===== src/design/tppo_pkg.sv =====
/*
  Package for the timer pair pulse output block: register map, field
  positions, reset values, mode codes and the carrier structs.
  Assumes one 10 MHz clock and prescaled tick enables made elsewhere.
*/
// Contract
// - Pulse mode makes square wave, programmable frequency, duty and polarity.
// - Upper timer is not independently usable while pulse mode runs.
// - Pulse mode output appears on timer pin shared with port bit.
// - Pulse mode flip-flop toggles when lower counter equals either compare; code leaves it unchanged when both match in one tick.
// - Pulse mode double buffer loads lower compare on upper compare match.
// - Width mode exists only on lower timer, resolution up to 8 bits.
// - Width mode drives shared pin; upper timer stays independent 8-bit timer.
// - Width mode toggles on lower compare match and on 2^n overflow; code leaves it unchanged when both fall in one tick.
// - Width mode lower counter clears at the selected 2^n overflow.
// - Width mode double buffer loads lower compare on 2^n overflow.
// - Mode code 10 selects pulse mode; upper clock and source ignored.
// - Mode code 11 selects width mode; cycle codes 01/10/11 give 2^6/2^7/2^8.
package tppo_pkg;

  localparam int ADDR_W = 4;
  localparam int DATA_W = 8;

  // ----------------------------------------------------------------
  // Register map
  // ----------------------------------------------------------------
  localparam logic [ADDR_W-1:0] REG_RUN = 4'h0;
  localparam logic [ADDR_W-1:0] REG_MODE = 4'h1;
  localparam logic [ADDR_W-1:0] REG_FFCTL = 4'h2;
  localparam logic [ADDR_W-1:0] REG_LOWER_CMP = 4'h3;
  localparam logic [ADDR_W-1:0] REG_UPPER_CMP = 4'h4;
  localparam logic [ADDR_W-1:0] REG_STATUS = 4'h5;
  localparam logic [ADDR_W-1:0] REG_COUNT = 4'h6;

  // ----------------------------------------------------------------
  // Field positions
  // ----------------------------------------------------------------
  localparam int RUN_LOWER_BIT = 0;
  localparam int RUN_UPPER_BIT = 1;
  localparam int MODE_SEL_LSB = 6;
  localparam int CYC_SEL_LSB = 4;
  localparam int UCLK_SEL_LSB = 2;
  localparam int LCLK_SEL_LSB = 0;
  localparam int FF_DBUF_BIT = 0;
  localparam int FF_INV_EN_BIT = 1;
  localparam int FF_INV_SRC_BIT = 2;
  localparam int FF_PIN_SEL_BIT = 3;
  localparam int FF_LOAD_BIT = 4;
  localparam int FF_LOAD_VAL_BIT = 5;
  localparam int STAT_FF_BIT = 0;
  localparam int STAT_UMATCH_BIT = 1;

  // ----------------------------------------------------------------
  // Reset values
  // ----------------------------------------------------------------
  localparam logic [DATA_W-1:0] RUN_RST = 8'h00;
  localparam logic [DATA_W-1:0] MODE_RST = 8'h00;
  localparam logic [3:0] FFCTL_RST = 4'h0;
  localparam logic [DATA_W-1:0] CMP_RST = 8'h00;

  // ----------------------------------------------------------------
  // Codes
  // ----------------------------------------------------------------
  typedef enum logic [1:0] {
    TPPO_MODE_8BIT = 2'b00,
    TPPO_MODE_16BIT = 2'b01,
    TPPO_MODE_PPG = 2'b10,
    TPPO_MODE_PWM = 2'b11
  } tppo_mode_type;

  localparam logic [1:0] CYC_2P6 = 2'b01;
  localparam logic [1:0] CYC_2P7 = 2'b10;
  localparam logic [1:0] CYC_2P8 = 2'b11;
  localparam logic [DATA_W-1:0] TOP_2P6 = 8'h3f;
  localparam logic [DATA_W-1:0] TOP_2P7 = 8'h7f;
  localparam logic [DATA_W-1:0] TOP_2P8 = 8'hff;

  localparam logic [1:0] LCLK_EXT = 2'b00;
  localparam logic [1:0] LCLK_T1 = 2'b01;
  localparam logic [1:0] LCLK_T4 = 2'b10;
  localparam logic [1:0] LCLK_T16 = 2'b11;
  localparam logic [1:0] UCLK_LMATCH = 2'b00;
  localparam logic [1:0] UCLK_T1 = 2'b01;
  localparam logic [1:0] UCLK_T16 = 2'b10;
  localparam logic [1:0] UCLK_T256 = 2'b11;

  // ----------------------------------------------------------------
  // Carriers
  // ----------------------------------------------------------------
  typedef struct packed {
    logic [ADDR_W-1:0] addr;
    logic [DATA_W-1:0] wdata;
    logic wr;
    logic rd;
  } tppo_bus_req_type;

  typedef struct packed {
    logic t1;
    logic t4;
    logic t16;
    logic t256;
  } tppo_ticks_type;

endpackage


===== src/design/tppo_timer_pair.sv =====
/*
  Lower/upper 8-bit timer pair with programmable pulse and pulse-width
  output on one flip-flop, plus a plain register port.
  Assumes tick enables are one-cycle pulses on clk and that the
  external count pin is asynchronous.
*/
`timescale 1ns/1ps
module tppo_timer_pair
  import tppo_pkg::*;
(
  input wire logic clk,
  input wire logic resetn,
  input wire tppo_bus_req_type bus_req,
  output logic [DATA_W-1:0] rdata,
  input wire tppo_ticks_type ticks,
  input wire logic ext_count_pin,
  input wire logic shared_port_bit,
  output logic timer_output_pin,
  output logic output_flip_flop,
  output logic upper_match
);

  // ----------------------------------------------------------------
  // Registers
  // ----------------------------------------------------------------
  logic [DATA_W-1:0] timer_pair_run_reg;
  logic [DATA_W-1:0] timer_pair_mode_reg;
  logic [3:0] flip_flop_control_reg;
  logic [DATA_W-1:0] lower_compare_reg;
  logic [DATA_W-1:0] lower_compare_buf;
  logic [DATA_W-1:0] upper_compare_reg;
  logic [DATA_W-1:0] lower_up_counter;
  logic [DATA_W-1:0] upper_up_counter;
  logic [2:0] ext_sync;

  tppo_mode_type timer_mode_select;
  logic [1:0] pwm_cycle_select;
  logic [1:0] upper_clock_select;
  logic [1:0] lower_clock_select;
  logic lower_run_bit;
  logic upper_run_bit;
  logic dbuf_en;
  logic invert_en;
  logic pin_sel;
  logic wr_run, wr_mode, wr_ffctl, wr_lower, wr_upper;
  logic ff_load;
  logic mode_ppg, mode_pwm;
  logic ext_edge;
  logic lower_sel_tick;
  logic lower_tick;
  logic [DATA_W-1:0] pwm_top;
  logic lower_match;
  logic period_end;
  logic ff_toggle;
  logic upper_free;
  logic upper_sel_tick;
  logic upper_tick;

  assign timer_mode_select = tppo_mode_type'(timer_pair_mode_reg[MODE_SEL_LSB +: 2]);
  assign pwm_cycle_select = timer_pair_mode_reg[CYC_SEL_LSB +: 2];
  assign upper_clock_select = timer_pair_mode_reg[UCLK_SEL_LSB +: 2];
  assign lower_clock_select = timer_pair_mode_reg[LCLK_SEL_LSB +: 2];
  assign lower_run_bit = timer_pair_run_reg[RUN_LOWER_BIT];
  assign upper_run_bit = timer_pair_run_reg[RUN_UPPER_BIT];
  assign dbuf_en = flip_flop_control_reg[FF_DBUF_BIT];
  assign invert_en = flip_flop_control_reg[FF_INV_EN_BIT];
  assign pin_sel = flip_flop_control_reg[FF_PIN_SEL_BIT];

  assign wr_run = bus_req.wr && (bus_req.addr == REG_RUN);
  assign wr_mode = bus_req.wr && (bus_req.addr == REG_MODE);
  assign wr_ffctl = bus_req.wr && (bus_req.addr == REG_FFCTL);
  assign wr_lower = bus_req.wr && (bus_req.addr == REG_LOWER_CMP);
  assign wr_upper = bus_req.wr && (bus_req.addr == REG_UPPER_CMP);
  assign ff_load = wr_ffctl && bus_req.wdata[FF_LOAD_BIT];

  // ----------------------------------------------------------------
  // Mode decode and count enable
  // ----------------------------------------------------------------
  // Upper clock select and invert source are not consulted here
  assign mode_ppg = (timer_mode_select == TPPO_MODE_PPG);
  assign mode_pwm = (timer_mode_select == TPPO_MODE_PWM);

  // Edge taken from the second and third stages only
  assign ext_edge = ext_sync[1] && !ext_sync[2];

  always_comb begin
    unique case (lower_clock_select)
      LCLK_EXT: lower_sel_tick = ext_edge;
      LCLK_T1: lower_sel_tick = ticks.t1;
      LCLK_T4: lower_sel_tick = ticks.t4;
      LCLK_T16: lower_sel_tick = ticks.t16;
    endcase
  end

  // Upper run bit is deliberately ignored for the pulse channel
  assign lower_tick = lower_run_bit && (mode_ppg || mode_pwm) && lower_sel_tick;

  // Code 00 has no documented period; it falls back to the 8-bit wrap
  always_comb begin
    unique case (pwm_cycle_select)
      CYC_2P6: pwm_top = TOP_2P6;
      CYC_2P7: pwm_top = TOP_2P7;
      CYC_2P8: pwm_top = TOP_2P8;
      default: pwm_top = TOP_2P8;
    endcase
  end

  assign lower_match = lower_tick && (lower_up_counter == lower_compare_reg);
  assign period_end = lower_tick && ((mode_ppg && (lower_up_counter == upper_compare_reg))
                      || (mode_pwm && (lower_up_counter == pwm_top)));
  // Xor so a coincident pair of events cancels instead of double-counting
  assign ff_toggle = invert_en && (lower_match ^ period_end);

  // ----------------------------------------------------------------
  // Register writes
  // ----------------------------------------------------------------
  always_ff @(posedge clk or negedge resetn) begin
    if (!resetn) begin
      timer_pair_run_reg <= RUN_RST;
    end else if (wr_run) begin
      timer_pair_run_reg <= bus_req.wdata;
    end
  end

  always_ff @(posedge clk or negedge resetn) begin
    if (!resetn) begin
      timer_pair_mode_reg <= MODE_RST;
    end else if (wr_mode) begin
      timer_pair_mode_reg <= bus_req.wdata;
    end
  end

  always_ff @(posedge clk or negedge resetn) begin
    if (!resetn) begin
      flip_flop_control_reg <= FFCTL_RST;
    end else if (wr_ffctl) begin
      flip_flop_control_reg <= bus_req.wdata[3:0];
    end
  end

  always_ff @(posedge clk or negedge resetn) begin
    if (!resetn) begin
      upper_compare_reg <= CMP_RST;
    end else if (wr_upper) begin
      upper_compare_reg <= bus_req.wdata;
    end
  end

  always_ff @(posedge clk or negedge resetn) begin
    if (!resetn) begin
      lower_compare_buf <= CMP_RST;
    end else if (wr_lower) begin
      lower_compare_buf <= bus_req.wdata;
    end
  end

  // Buffered writes land only at a period boundary, so duty never glitches
  always_ff @(posedge clk or negedge resetn) begin
    if (!resetn) begin
      lower_compare_reg <= CMP_RST;
    end else if (wr_lower && !dbuf_en) begin
      lower_compare_reg <= bus_req.wdata;
    end else if (period_end && dbuf_en) begin
      lower_compare_reg <= lower_compare_buf;
    end
  end

  // ----------------------------------------------------------------
  // Lower counter and output flip-flop
  // ----------------------------------------------------------------
  always_ff @(posedge clk or negedge resetn) begin
    if (!resetn) begin
      ext_sync <= 3'h0;
    end else begin
      ext_sync <= {ext_sync[1:0], ext_count_pin};
    end
  end

  always_ff @(posedge clk or negedge resetn) begin
    if (!resetn) begin
      lower_up_counter <= 8'h00;
    end else if (!lower_run_bit) begin
      lower_up_counter <= 8'h00;
    end else if (period_end) begin
      lower_up_counter <= 8'h00;
    end else if (lower_tick) begin
      lower_up_counter <= lower_up_counter + 8'h01;
    end
  end

  // Preloading the level picks active-high or active-low pulses
  always_ff @(posedge clk or negedge resetn) begin
    if (!resetn) begin
      output_flip_flop <= 1'b0;
    end else if (ff_load) begin
      output_flip_flop <= bus_req.wdata[FF_LOAD_VAL_BIT];
    end else if (ff_toggle) begin
      output_flip_flop <= !output_flip_flop;
    end
  end

  // Registered so the pin never carries a mux glitch
  always_ff @(posedge clk or negedge resetn) begin
    if (!resetn) begin
      timer_output_pin <= 1'b0;
    end else if (pin_sel) begin
      timer_output_pin <= output_flip_flop;
    end else begin
      timer_output_pin <= shared_port_bit;
    end
  end

  // ----------------------------------------------------------------
  // Upper interval timer
  // ----------------------------------------------------------------
  assign upper_free = (timer_mode_select == TPPO_MODE_8BIT) || mode_pwm;

  always_comb begin
    unique case (upper_clock_select)
      UCLK_LMATCH: upper_sel_tick = lower_match;
      UCLK_T1: upper_sel_tick = ticks.t1;
      UCLK_T16: upper_sel_tick = ticks.t16;
      UCLK_T256: upper_sel_tick = ticks.t256;
    endcase
  end

  assign upper_tick = upper_run_bit && upper_free && upper_sel_tick;

  always_ff @(posedge clk or negedge resetn) begin
    if (!resetn) begin
      upper_up_counter <= 8'h00;
    end else if (!upper_run_bit || !upper_free) begin
      upper_up_counter <= 8'h00;
    end else if (upper_tick && (upper_up_counter == upper_compare_reg)) begin
      upper_up_counter <= 8'h00;
    end else if (upper_tick) begin
      upper_up_counter <= upper_up_counter + 8'h01;
    end
  end

  always_ff @(posedge clk or negedge resetn) begin
    if (!resetn) begin
      upper_match <= 1'b0;
    end else begin
      upper_match <= upper_tick && (upper_up_counter == upper_compare_reg);
    end
  end

  // ----------------------------------------------------------------
  // Read port
  // ----------------------------------------------------------------
  always_ff @(posedge clk or negedge resetn) begin
    if (!resetn) begin
      rdata <= 8'h00;
    end else if (bus_req.rd) begin
      unique case (bus_req.addr)
        REG_RUN: rdata <= timer_pair_run_reg;
        REG_MODE: rdata <= timer_pair_mode_reg;
        REG_FFCTL: rdata <= {4'h0, flip_flop_control_reg};
        REG_LOWER_CMP: rdata <= lower_compare_reg;
        REG_UPPER_CMP: rdata <= upper_compare_reg;
        REG_STATUS: rdata <= {6'h00, upper_match, output_flip_flop};
        REG_COUNT: rdata <= lower_up_counter;
        default: rdata <= 8'h00;
      endcase
    end else begin
      rdata <= 8'h00;
    end
  end

  // ----------------------------------------------------------------
  // Checks
  // ----------------------------------------------------------------
  chk_ppg_period_restart: assert property (@(posedge clk) disable iff (!resetn)
    mode_ppg && lower_tick && (lower_up_counter == upper_compare_reg) && lower_run_bit
    |=> lower_up_counter == 8'h00)
    else $error("pulse counter did not restart after upper match");

  chk_pwm_overflow_clear: assert property (@(posedge clk) disable iff (!resetn)
    mode_pwm && lower_tick && (pwm_cycle_select == CYC_2P6) && (lower_up_counter == TOP_2P6)
    |=> lower_up_counter == 8'h00)
    else $error("width counter did not clear at 2^6 overflow");

  chk_match_toggles_ff: assert property (@(posedge clk) disable iff (!resetn)
    invert_en && !ff_load && (lower_match != period_end)
    |=> output_flip_flop != $past(output_flip_flop))
    else $error("flip-flop missed a toggle on a match");

  chk_ff_holds_idle: assert property (@(posedge clk) disable iff (!resetn)
    !ff_load && !ff_toggle |=> $stable(output_flip_flop))
    else $error("flip-flop changed without a cause");

  chk_dbuf_period_load: assert property (@(posedge clk) disable iff (!resetn)
    period_end && dbuf_en && !wr_lower
    |=> lower_compare_reg == $past(lower_compare_buf))
    else $error("buffered compare not loaded at period end");

  chk_stop_clears_count: assert property (@(posedge clk) disable iff (!resetn)
    !lower_run_bit |=> lower_up_counter == 8'h00)
    else $error("stopped counter not zero");

  chk_count_advances: assert property (@(posedge clk) disable iff (!resetn)
    lower_tick && !period_end |=> lower_up_counter == $past(lower_up_counter) + 8'h01)
    else $error("counter did not advance on tick");

  chk_upper_idle_ppg: assert property (@(posedge clk) disable iff (!resetn)
    mode_ppg ##1 mode_ppg |-> !upper_match && (upper_up_counter == 8'h00))
    else $error("upper timer active in pulse mode");

  chk_pin_follows_ff: assert property (@(posedge clk) disable iff (!resetn)
    pin_sel |=> timer_output_pin == $past(output_flip_flop))
    else $error("timer pin does not follow flip-flop");

endmodule


===== config.mk =====
export PLATFORM = sky130hd
export DESIGN_NAME = tppo_timer_pair
export DESIGN_NICKNAME = d
export VERILOG_FILES = /design/src/design/tppo_pkg.sv /design/src/design/tppo_timer_pair.sv
export SDC_FILE = /design/constraint.sdc
export NUM_CORES = 1
export LEC_CHECK = 0
export ABC_AREA = 0
export ABC_CLOCK_PERIOD_IN_PS = 2720
export BUFFER_PORTS_ARGS = -buffer_cell sky130_fd_sc_hd__buf_2
export CORE_MARGIN = 4
export CORE_UTILIZATION = 41
export CTS_CLUSTER_DIAMETER = 30
export CTS_CLUSTER_SIZE = 16
export DETAILED_ROUTE_END_ITERATION = 8
export SLEW_MARGIN = 40
export SYNTH_ARGS = -nofsm -noshare
export SYNTH_HDL_FRONTEND = slang
export SYNTH_SLANG_ARGS = --single-unit

===== constraint.sdc =====
create_clock -name clk -period 2.72 [get_ports clk]
set_input_delay 0.272 -clock clk [delete_from_list [all_inputs] [get_ports clk]]
set_output_delay 0.272 -clock clk [all_outputs]
set_load 0.01 [all_outputs]

==> results of run 1 <==
[area by class of cell]
| class | instances | area share |
|---|---|---|
| Timing Repair Buffer | 36 | 0.0461 |
| Clock inverter | 4 | 0.0168 |
| Tap cell | 111 | 0.0322 |
| Multi-Input combinational cell | 246 | 0.432 |
| Sequential cell | 74 | 0.429 |
| Inverter | 7 | 0.00609 |
| Clock buffer | 12 | 0.0383 |
[final timing paths]
check | cells past startpoint | slack [ns] | start | endpoint
worst min register to register | 0 | 0.37 | ext_sync[0]$_DFF_PN0_ | ext_sync[1]$_DFF_PN0_
worst max register to register | 7 | 0.48 | lower_up_counter[0]$_DFFE_PN0P_ | output_flip_flop$_DFFE_PN0P_
worst max-delay path | 7 | 0.48 | lower_up_counter[0]$_DFFE_PN0P_ | output_flip_flop$_DFFE_PN0P_
min in group asynchronous | 2 | 0.50 | resetn | timer_output_pin$_DFF_PN0_
worst min-delay path | 1 | 0.02 | ext_count_pin | ext_sync[0]$_DFF_PN0_
max in group asynchronous | 2 | 1.74 | resetn | timer_pair_mode_reg[3]$_DFFE_PN0P_
[synth_stat cells (all sizes together) (3+ instances only)]
master,instances,area share
inv,7,0.0068
o311ai,6,0.014
nand3,13,0.018
or3,5,0.0081
and2,3,0.0049
o41ai,3,0.0068
and3,8,0.013
clkbuf,13,0.013
xnor2,31,0.071
nand4,6,0.0098
nand2b,3,0.0049
dfrtp,74,0.48
a21oi,11,0.014
nor3,4,0.0078
o221a,4,0.012
buf,9,0.013
nor2,18,0.018
mux2i,4,0.010
nor2b,5,0.0081
a222oi,8,0.021
mux2,37,0.11
ha,5,0.016
nand2,24,0.023
a22oi,9,0.018
o21ai,13,0.018
[cell families after synthesis]
family / after synthesis / share of synthesized area
flip-flops: 74 / 0.482
AO/OA/AOI/OAI: 74 / 0.149
buffers and inverters: 29 / 0.0332
adder cells (fa/ha/maj): 5 / 0.0163
XOR/XNOR: 32 / 0.0729
AND/OR/NAND/NOR: 94 / 0.128
multiplexers: 41 / 0.119
[per-layer routing]
layer  up-vias  part of all wire  track usage
li1       1334                 -            -
met1      1422              0.46        0.249
met2       104              0.47        0.282
met3        15             0.047       0.0309
met4         0             0.019       0.0797
met5         -                 0            0
[worst max-delay path, cell delays in order (launching register included)]
cell and delay (ns):
sky130_fd_sc_hd__dfrtp_1 0.51, sky130_fd_sc_hd__ha_1 0.24, sky130_fd_sc_hd__nand3_1 0.13, sky130_fd_sc_hd__or4_4 0.54, sky130_fd_sc_hd__o31ai_4 0.10, sky130_fd_sc_hd__xnor2_1 0.14
sky130_fd_sc_hd__o32a_1 0.34, sky130_fd_sc_hd__o21a_1 0.10
[stage by stage]
stage                util  std cells  cell area, um2
floorplan               -        349            3840
global placement    0.442        473            4070
detailed placement  0.442        473            4070
CTS                 0.469        490            4320
global route        0.469        490            4320
finish              0.469        490            4320
[power by group]
| group | internal [uW] | leakage (uW) | switching (uW) |
|---|---|---|---|
| Clock | 591 | 0.000119 | 412 |
| Combinational | 291 | 0.000749 | 279 |
| Sequential | 1280 | 0.000941 | 232 |
[what timing repair did]
action,4_1_cts,5_1_grt
endpoints found under the setup margin,0,0
endpoints found under the hold margin,74,0
hold buffers,1,0
==> Implementation_results.wiki, run 1 <==
{| class="wikitable"
! Metric !! Value
|-
| Result of the run || finished clean
|-
| Share of post-route cells with drive strength above 1 || 0.266
|-
| Starting Density || 0.418
|-
| Yosys Warn Count || 0
|-
| All-layer global routing usage || 0.181
|-
| Crit path launch type || flip-flop
|-
| H-tree levels || 3
|-
| Type of the worst min-delay path || primary input to flip-flop
|-
| Clock latency at the later pin of the worst-skew pair || 0.35 ns
|-
| Post-Synthesis Cell Area || ~3800 um2
|-
| Fin crit share || 0.824
|-
| Kind of critical path || flip-flop to flip-flop
|-
| Post-detailed-placement half-perimeter wirelength || 7.06 mm
|-
| Critical path fanouts, max || 7
|-
| Synth Flop Type || sky130_fd_sc_hd__dfrtp_1
|-
| Final-layout fill cell count || 864
|-
| Area occupied by multi-input gates || 1860 um2
|-
| Total power density per cell area || 714 nW/um2
|-
| Maximum buffer depth of the clock tree || 2
|-
| TritonCTS clock tree || built
|-
| Post-synth EDFFs || 0
|-
| Die footprint || 11000 um2
|-
| Final setup margin || 0.480 ns
|-
| Static leakage power || approximately 0.0018 uW
|-
| Commonest non-fill, non-tap cells in the layout || sky130_fd_sc_hd__dfrtp_1 (74), sky130_fd_sc_hd__mux2_2 (37), sky130_fd_sc_hd__xnor2_1 (31), sky130_fd_sc_hd__buf_2 (31), sky130_fd_sc_hd__nand2_1 (24)
|-
| Hold_ws || between 0.02 and 0.025 ns
|-
| Setup repair after global routing missed its margin || no
|-
| Setup Fix Bufs, Post-CTS || 0
|-
| Data arrival at the endpoint of the critical path || 2.47 ns
|-
| Setup clock skew after layout || 0.0153 ns
|-
| Worst-Margin Slew || 0.675 ns
|-
| Horizontal die dimension || 105 um
|-
| Synthesis-to-finish area growth || 12.3%
|-
| Std cell rows || 35
|-
| Number of iterations in the first detailed-routing pass || 8
|-
| Largest net degree at the start of global routing || 75
|-
| Number of buffers created by CTS || 9
|-
| Count of boundary I/O pins || 33
|-
| Die Span Y || 105 um
|-
| Std-Cell Core Area || 9200 um2
|-
| Synthesized flop and latch total || 74
|-
| Remaining antenna violation count || 0
|-
| Final max-slew violation count || 0
|-
| Count of endpoints failing hold in the final timing report || 0
|-
| Pwr Total || a little over 3000 uW
|-
| Number of antenna cells inserted || 0
|-
| Number of setup violations in the final report || 0
|-
| Last weighted congestion value of the routability-driven placer || 0.919
|-
| Max Freq || roughly 0.45 GHz
|-
| Asr flop ratio synth || 1.00
|-
| Register cell area after layout || 1850 um2
|-
| Clock root buffer || sky130_fd_sc_hd__clkbuf_8
|-
| Data required time of the critical path || 2.95 ns
|-
| Most common cell after layout, fill and taps aside || sky130_fd_sc_hd__dfrtp_1
|-
| Endpoint kind of the worst setup timing path || flip-flop
|-
| Worst vdd ir || 0.258 mV
|-
| Average detailed-routed wire length per instance || 19.9 um
|-
| Vias in the first global route || ~2.8k
|-
| CTS resizes || 0
|-
| Total Neg Setup Slack || 0 ns
|-
| First-pass GRT wire length || 15.4 mm
|-
| Seq/Total Area, Yosys || 0.482
|-
| NumNets Final || 401
|-
| Rel. slew slack || 0.550
|-
| Number of violations of the max-capacitance limit || 0
|-
| Port buffer count || 32
|-
| Syn_nets || 376
|-
| Number of antenna violations at the first check in global routing || 0
|-
| Synth unique cells || 51
|-
| Cell count after synthesis || between 300 and 400
|-
| Clock-pin slew on the worst setup and hold paths || 0.09 ns
|-
| Number of DRC violations after detailed routing || 0
|-
| Synthesized area per cell || 11.0 um2
|-
| Time the worst path needs with I/O delays and setup || between 2 and 2.5 ns
|-
| Global-route congestion overflow total || 0
|-
| Drt initial violations || 190
|-
| Vias post-DR || between 2k and 3k
|-
| Via/cell ratio || 5.87
|-
| Final routed wirelength across all metal layers || 9.77 mm
|-
| TritonCTS Sinks || 74
|-
| Post-Place Setup Slack || 0.520 ns
|}
(Power assumes the default switching activity.)
==> run 2: changes to the inputs <==
Settings changed: ABC_CLOCK_PERIOD_IN_PS 2720 to 2200.
Clock period 2.72 ns to 2.2 ns, I/O delays scaled along.
==> run 2 against run 1 <==
  * Maximum frequency is 7.6% higher
  * Hold slack better by 0.082 ns
  * Die area stayed put
  * Worst setup slack worse by 0.36 ns
  * Flip-flop and latch count stayed put
  * Register-to-register slack worse by 0.36 ns
  * Critical endpoint is now upper_up_counter[7]$_DFFE_PN0P_
  * Combinational power is 33% higher
==> Implementation_results.wiki, run 2 (synthesis results as in run 1) <==
{| class="wikitable"
! Metric !! Value
|-
| Result of the run || finished clean
|-
| Clock-pin slew on the worst setup and hold paths || around 0.070 ns
|-
| FF-to-FF Start || lower_up_counter[6]$_DFFE_PN0P_
|-
| Setup clock skew after layout || approximately 0.0067 ns
|-
| TritonCTS clock tree || built
|-
| Depth of the worst register-to-register path || 6
|-
| Count of endpoints failing hold in the final timing report || 0
|-
| Remaining antenna violation count || 0
|-
| Number of DRC violations after detailed routing || 0
|-
| Worst hold path endpoint || timer_output_pin$_DFF_PN0_
|-
| Worst-Margin Slew || 0.664 ns
|-
| Max Freq || between 0.4 and 0.5 GHz
|-
| Number of antenna cells inserted || 0
|-
| All-layer global routing usage || 0.186
|-
| Clock latency at the later pin of the worst-skew pair || roughly 0.35 ns
|-
| Number of setup violations in the final report || 0
|-
| Vias in the first global route || around 2.9k
|-
| Number of antenna violations at the first check in global routing || 0
|-
| Share of post-route cells with drive strength above 1 || 0.295
|-
| Post-detailed-placement half-perimeter wirelength || ~7 mm
|-
| Pwr Total || 3550 uW
|-
| H-tree levels || 3
|-
| Global-route congestion overflow total || 0
|-
| Total power density per cell area || 808 nW/um2
|-
| Std cell rows || 35
|-
| Count of boundary I/O pins || 33
|-
| Std-Cell Core Area || around 9200 um2
|-
| Port buffer count || 32
|-
| Critical R2R Capture || upper_up_counter[7]$_DFFE_PN0P_
|-
| Type of the worst min-delay path || primary input to flip-flop
|-
| Cell Chain, Critical Path || xnor2_1, nand4_1, nor3_2, a221oi_2, or3_1, o41ai_1
|-
| Beginning of the worst hold path || shared_port_bit
|-
| Number of buffers created by CTS || 9
|-
| Last weighted congestion value of the routability-driven placer || 0.947
|-
| Reg2reg setup slack || about 0.12 ns
|-
| Average detailed-routed wire length per instance || slightly below 20 um
|-
| Rel. slew slack || 0.557
|-
| Final-layout fill cell count || ~860
|-
| Hold_ws || 0.106 ns
|-
| Horizontal die dimension || around 100 um
|-
| Number of violations of the max-capacitance limit || 0
|-
| Fin crit share || 0.946
|-
| Most common cell after layout, fill and taps aside || sky130_fd_sc_hd__dfrtp_1
|-
| Total Neg Setup Slack || 0 ns
|-
| Crit-path slowest cell || sky130_fd_sc_hd__or3_1
|-
| Kind of critical path || flip-flop to flip-flop
|-
| First-pass GRT wire length || 15.9 mm
|-
| Clock root buffer || sky130_fd_sc_hd__clkbuf_8
|-
| Vias post-DR || 2915
|-
| Data arrival at the endpoint of the critical path || between 2 and 2.5 ns
|-
| Critical path fanouts, max || 7
|-
| Worst vdd ir || ~0.29 mV
|-
| Total non-filler cell area in the finished layout || 4400 um2
|-
| Static leakage power || around 0.0019 uW
|-
| Setup repair after global routing missed its margin || no
|-
| TritonCTS Sinks || 74
|-
| Die Span Y || 105 um
|-
| Endpoint kind of the worst setup timing path || flip-flop
|-
| Number of iterations in the first detailed-routing pass || 5
|-
| Largest net degree at the start of global routing || 75
|-
| Synthesis-to-finish area growth || 14.4%
|-
| Starting Density || 0.418
|-
| Maximum buffer depth of the clock tree || 2
|-
| Commonest non-fill, non-tap cells in the layout || sky130_fd_sc_hd__dfrtp_1 (74), sky130_fd_sc_hd__mux2_2 (37), sky130_fd_sc_hd__buf_2 (31)
|-
| Placed instance area || 4170 um2
|-
| Via/cell ratio || 5.78
|-
| Drt initial violations || roughly 210
|-
| Final routed wirelength across all metal layers || 9.95 mm
|-
| Data required time of the critical path || around 2.4 ns
|-
| Crit path launch type || flip-flop
|-
| Slowest Stage Delay on Critical Path || between 0.4 and 0.5 ns
|-
| Die footprint || ~11000 um2
|-
| NumNets Final || ~420
|-
| Time the worst path needs with I/O delays and setup || between 2 and 2.5 ns
|-
| Hold path cells || 2
|-
| Final max-slew violation count || 0
|}
[run 2: cell count changes in the layout (fill, tap and decap cells not counted), sizes merged]
cell / delta
buf: +14
bufinv: -2
clkinv: +2
clkinvlp: -1
dlygate4sd3: +1
[run 2: worst max-delay path by stage]
stage	startpoint	to	slack (ns)	cells past startpoint
2_1_floorplan	timer_pair_mode_reg[4]$_DFFE_PN0P_	output_flip_flop$_DFFE_PN0P_	0.24	7
3_3_place_gp	lower_compare_reg[0]$_DFFE_PN0P_	upper_up_counter[6]$_DFFE_PN0P_	0.07	6
5_1_grt	lower_compare_reg[0]$_DFFE_PN0P_	upper_up_counter[7]$_DFFE_PN0P_	0.009	6
3_5_place_dp	lower_up_counter[6]$_DFFE_PN0P_	upper_up_counter[6]$_DFFE_PN0P_	0.10	6
4_1_cts	lower_up_counter[6]$_DFFE_PN0P_	upper_up_counter[6]$_DFFE_PN0P_	0.06	6
6_report	lower_up_counter[6]$_DFFE_PN0P_	upper_up_counter[7]$_DFFE_PN0P_	0.12	6
[run 2: power by group]
part | switching [uW] | internal [uW] | total (uW) | leakage (uW)
Sequential | 275 | 1580 | 1850 | 0.000941
Clock | 481 | 460 | 941 | 0.0000920
Combinational | 371 | 387 | 758 | 0.000831
Total | 1130 | 2430 | 3550 | 0.00186
[run 2: through the flow]
step | setup slack (ns) | utilization | std cells
after floorplan | 0.240 | - | 349
after global placement | 0.0739 | 0.453 | 487
after detailed placement | 0.105 | 0.454 | 487
after CTS | 0.0622 | 0.475 | 504
after global routing | 0.00902 | 0.478 | 504
final | 0.118 | 0.478 | 504
[run 2: cell type report]
type | count | area [um2] | share of cell area
well taps | 111 | 139 | 0.0316
flip-flops and latches | 74 | 1850 | 0.421
inverters | 7 | 26.3 | 0.00598
repair buffers | 51 | 314 | 0.0714
multi-input cells | 246 | 1900 | 0.431
clock buffers | 12 | 155 | 0.0353
clock inverters | 3 | 15.0 | 0.00341
[run 2: metal layers]
layer	wire length, um	GRT usage	vias to the layer above
li1	-	-	1365
met1	4400	0.252	1422
met2	4640	0.279	100
met3	591	0.0439	28
met4	328	0.0890	0
met5	0	0	-
[run 2: what timing repair did]
item / CTS / global route
setup endpoints to repair: 0 / 9
setup buffers: 0 / 0
hold buffers: 2 / 0
resized for setup: 0 / 5
endpoints found under the hold margin: 75 / 0
[run 2: critical path: cells and delay by family, from the launching register on]
| family | cells | cell delay (ns) |
|---|---|---|
| flops | 1 | 0.48 |
| compound gates | 2 | 0.42 |
| xor+xnor | 1 | 0.19 |
| simple gates | 3 | 0.86 |
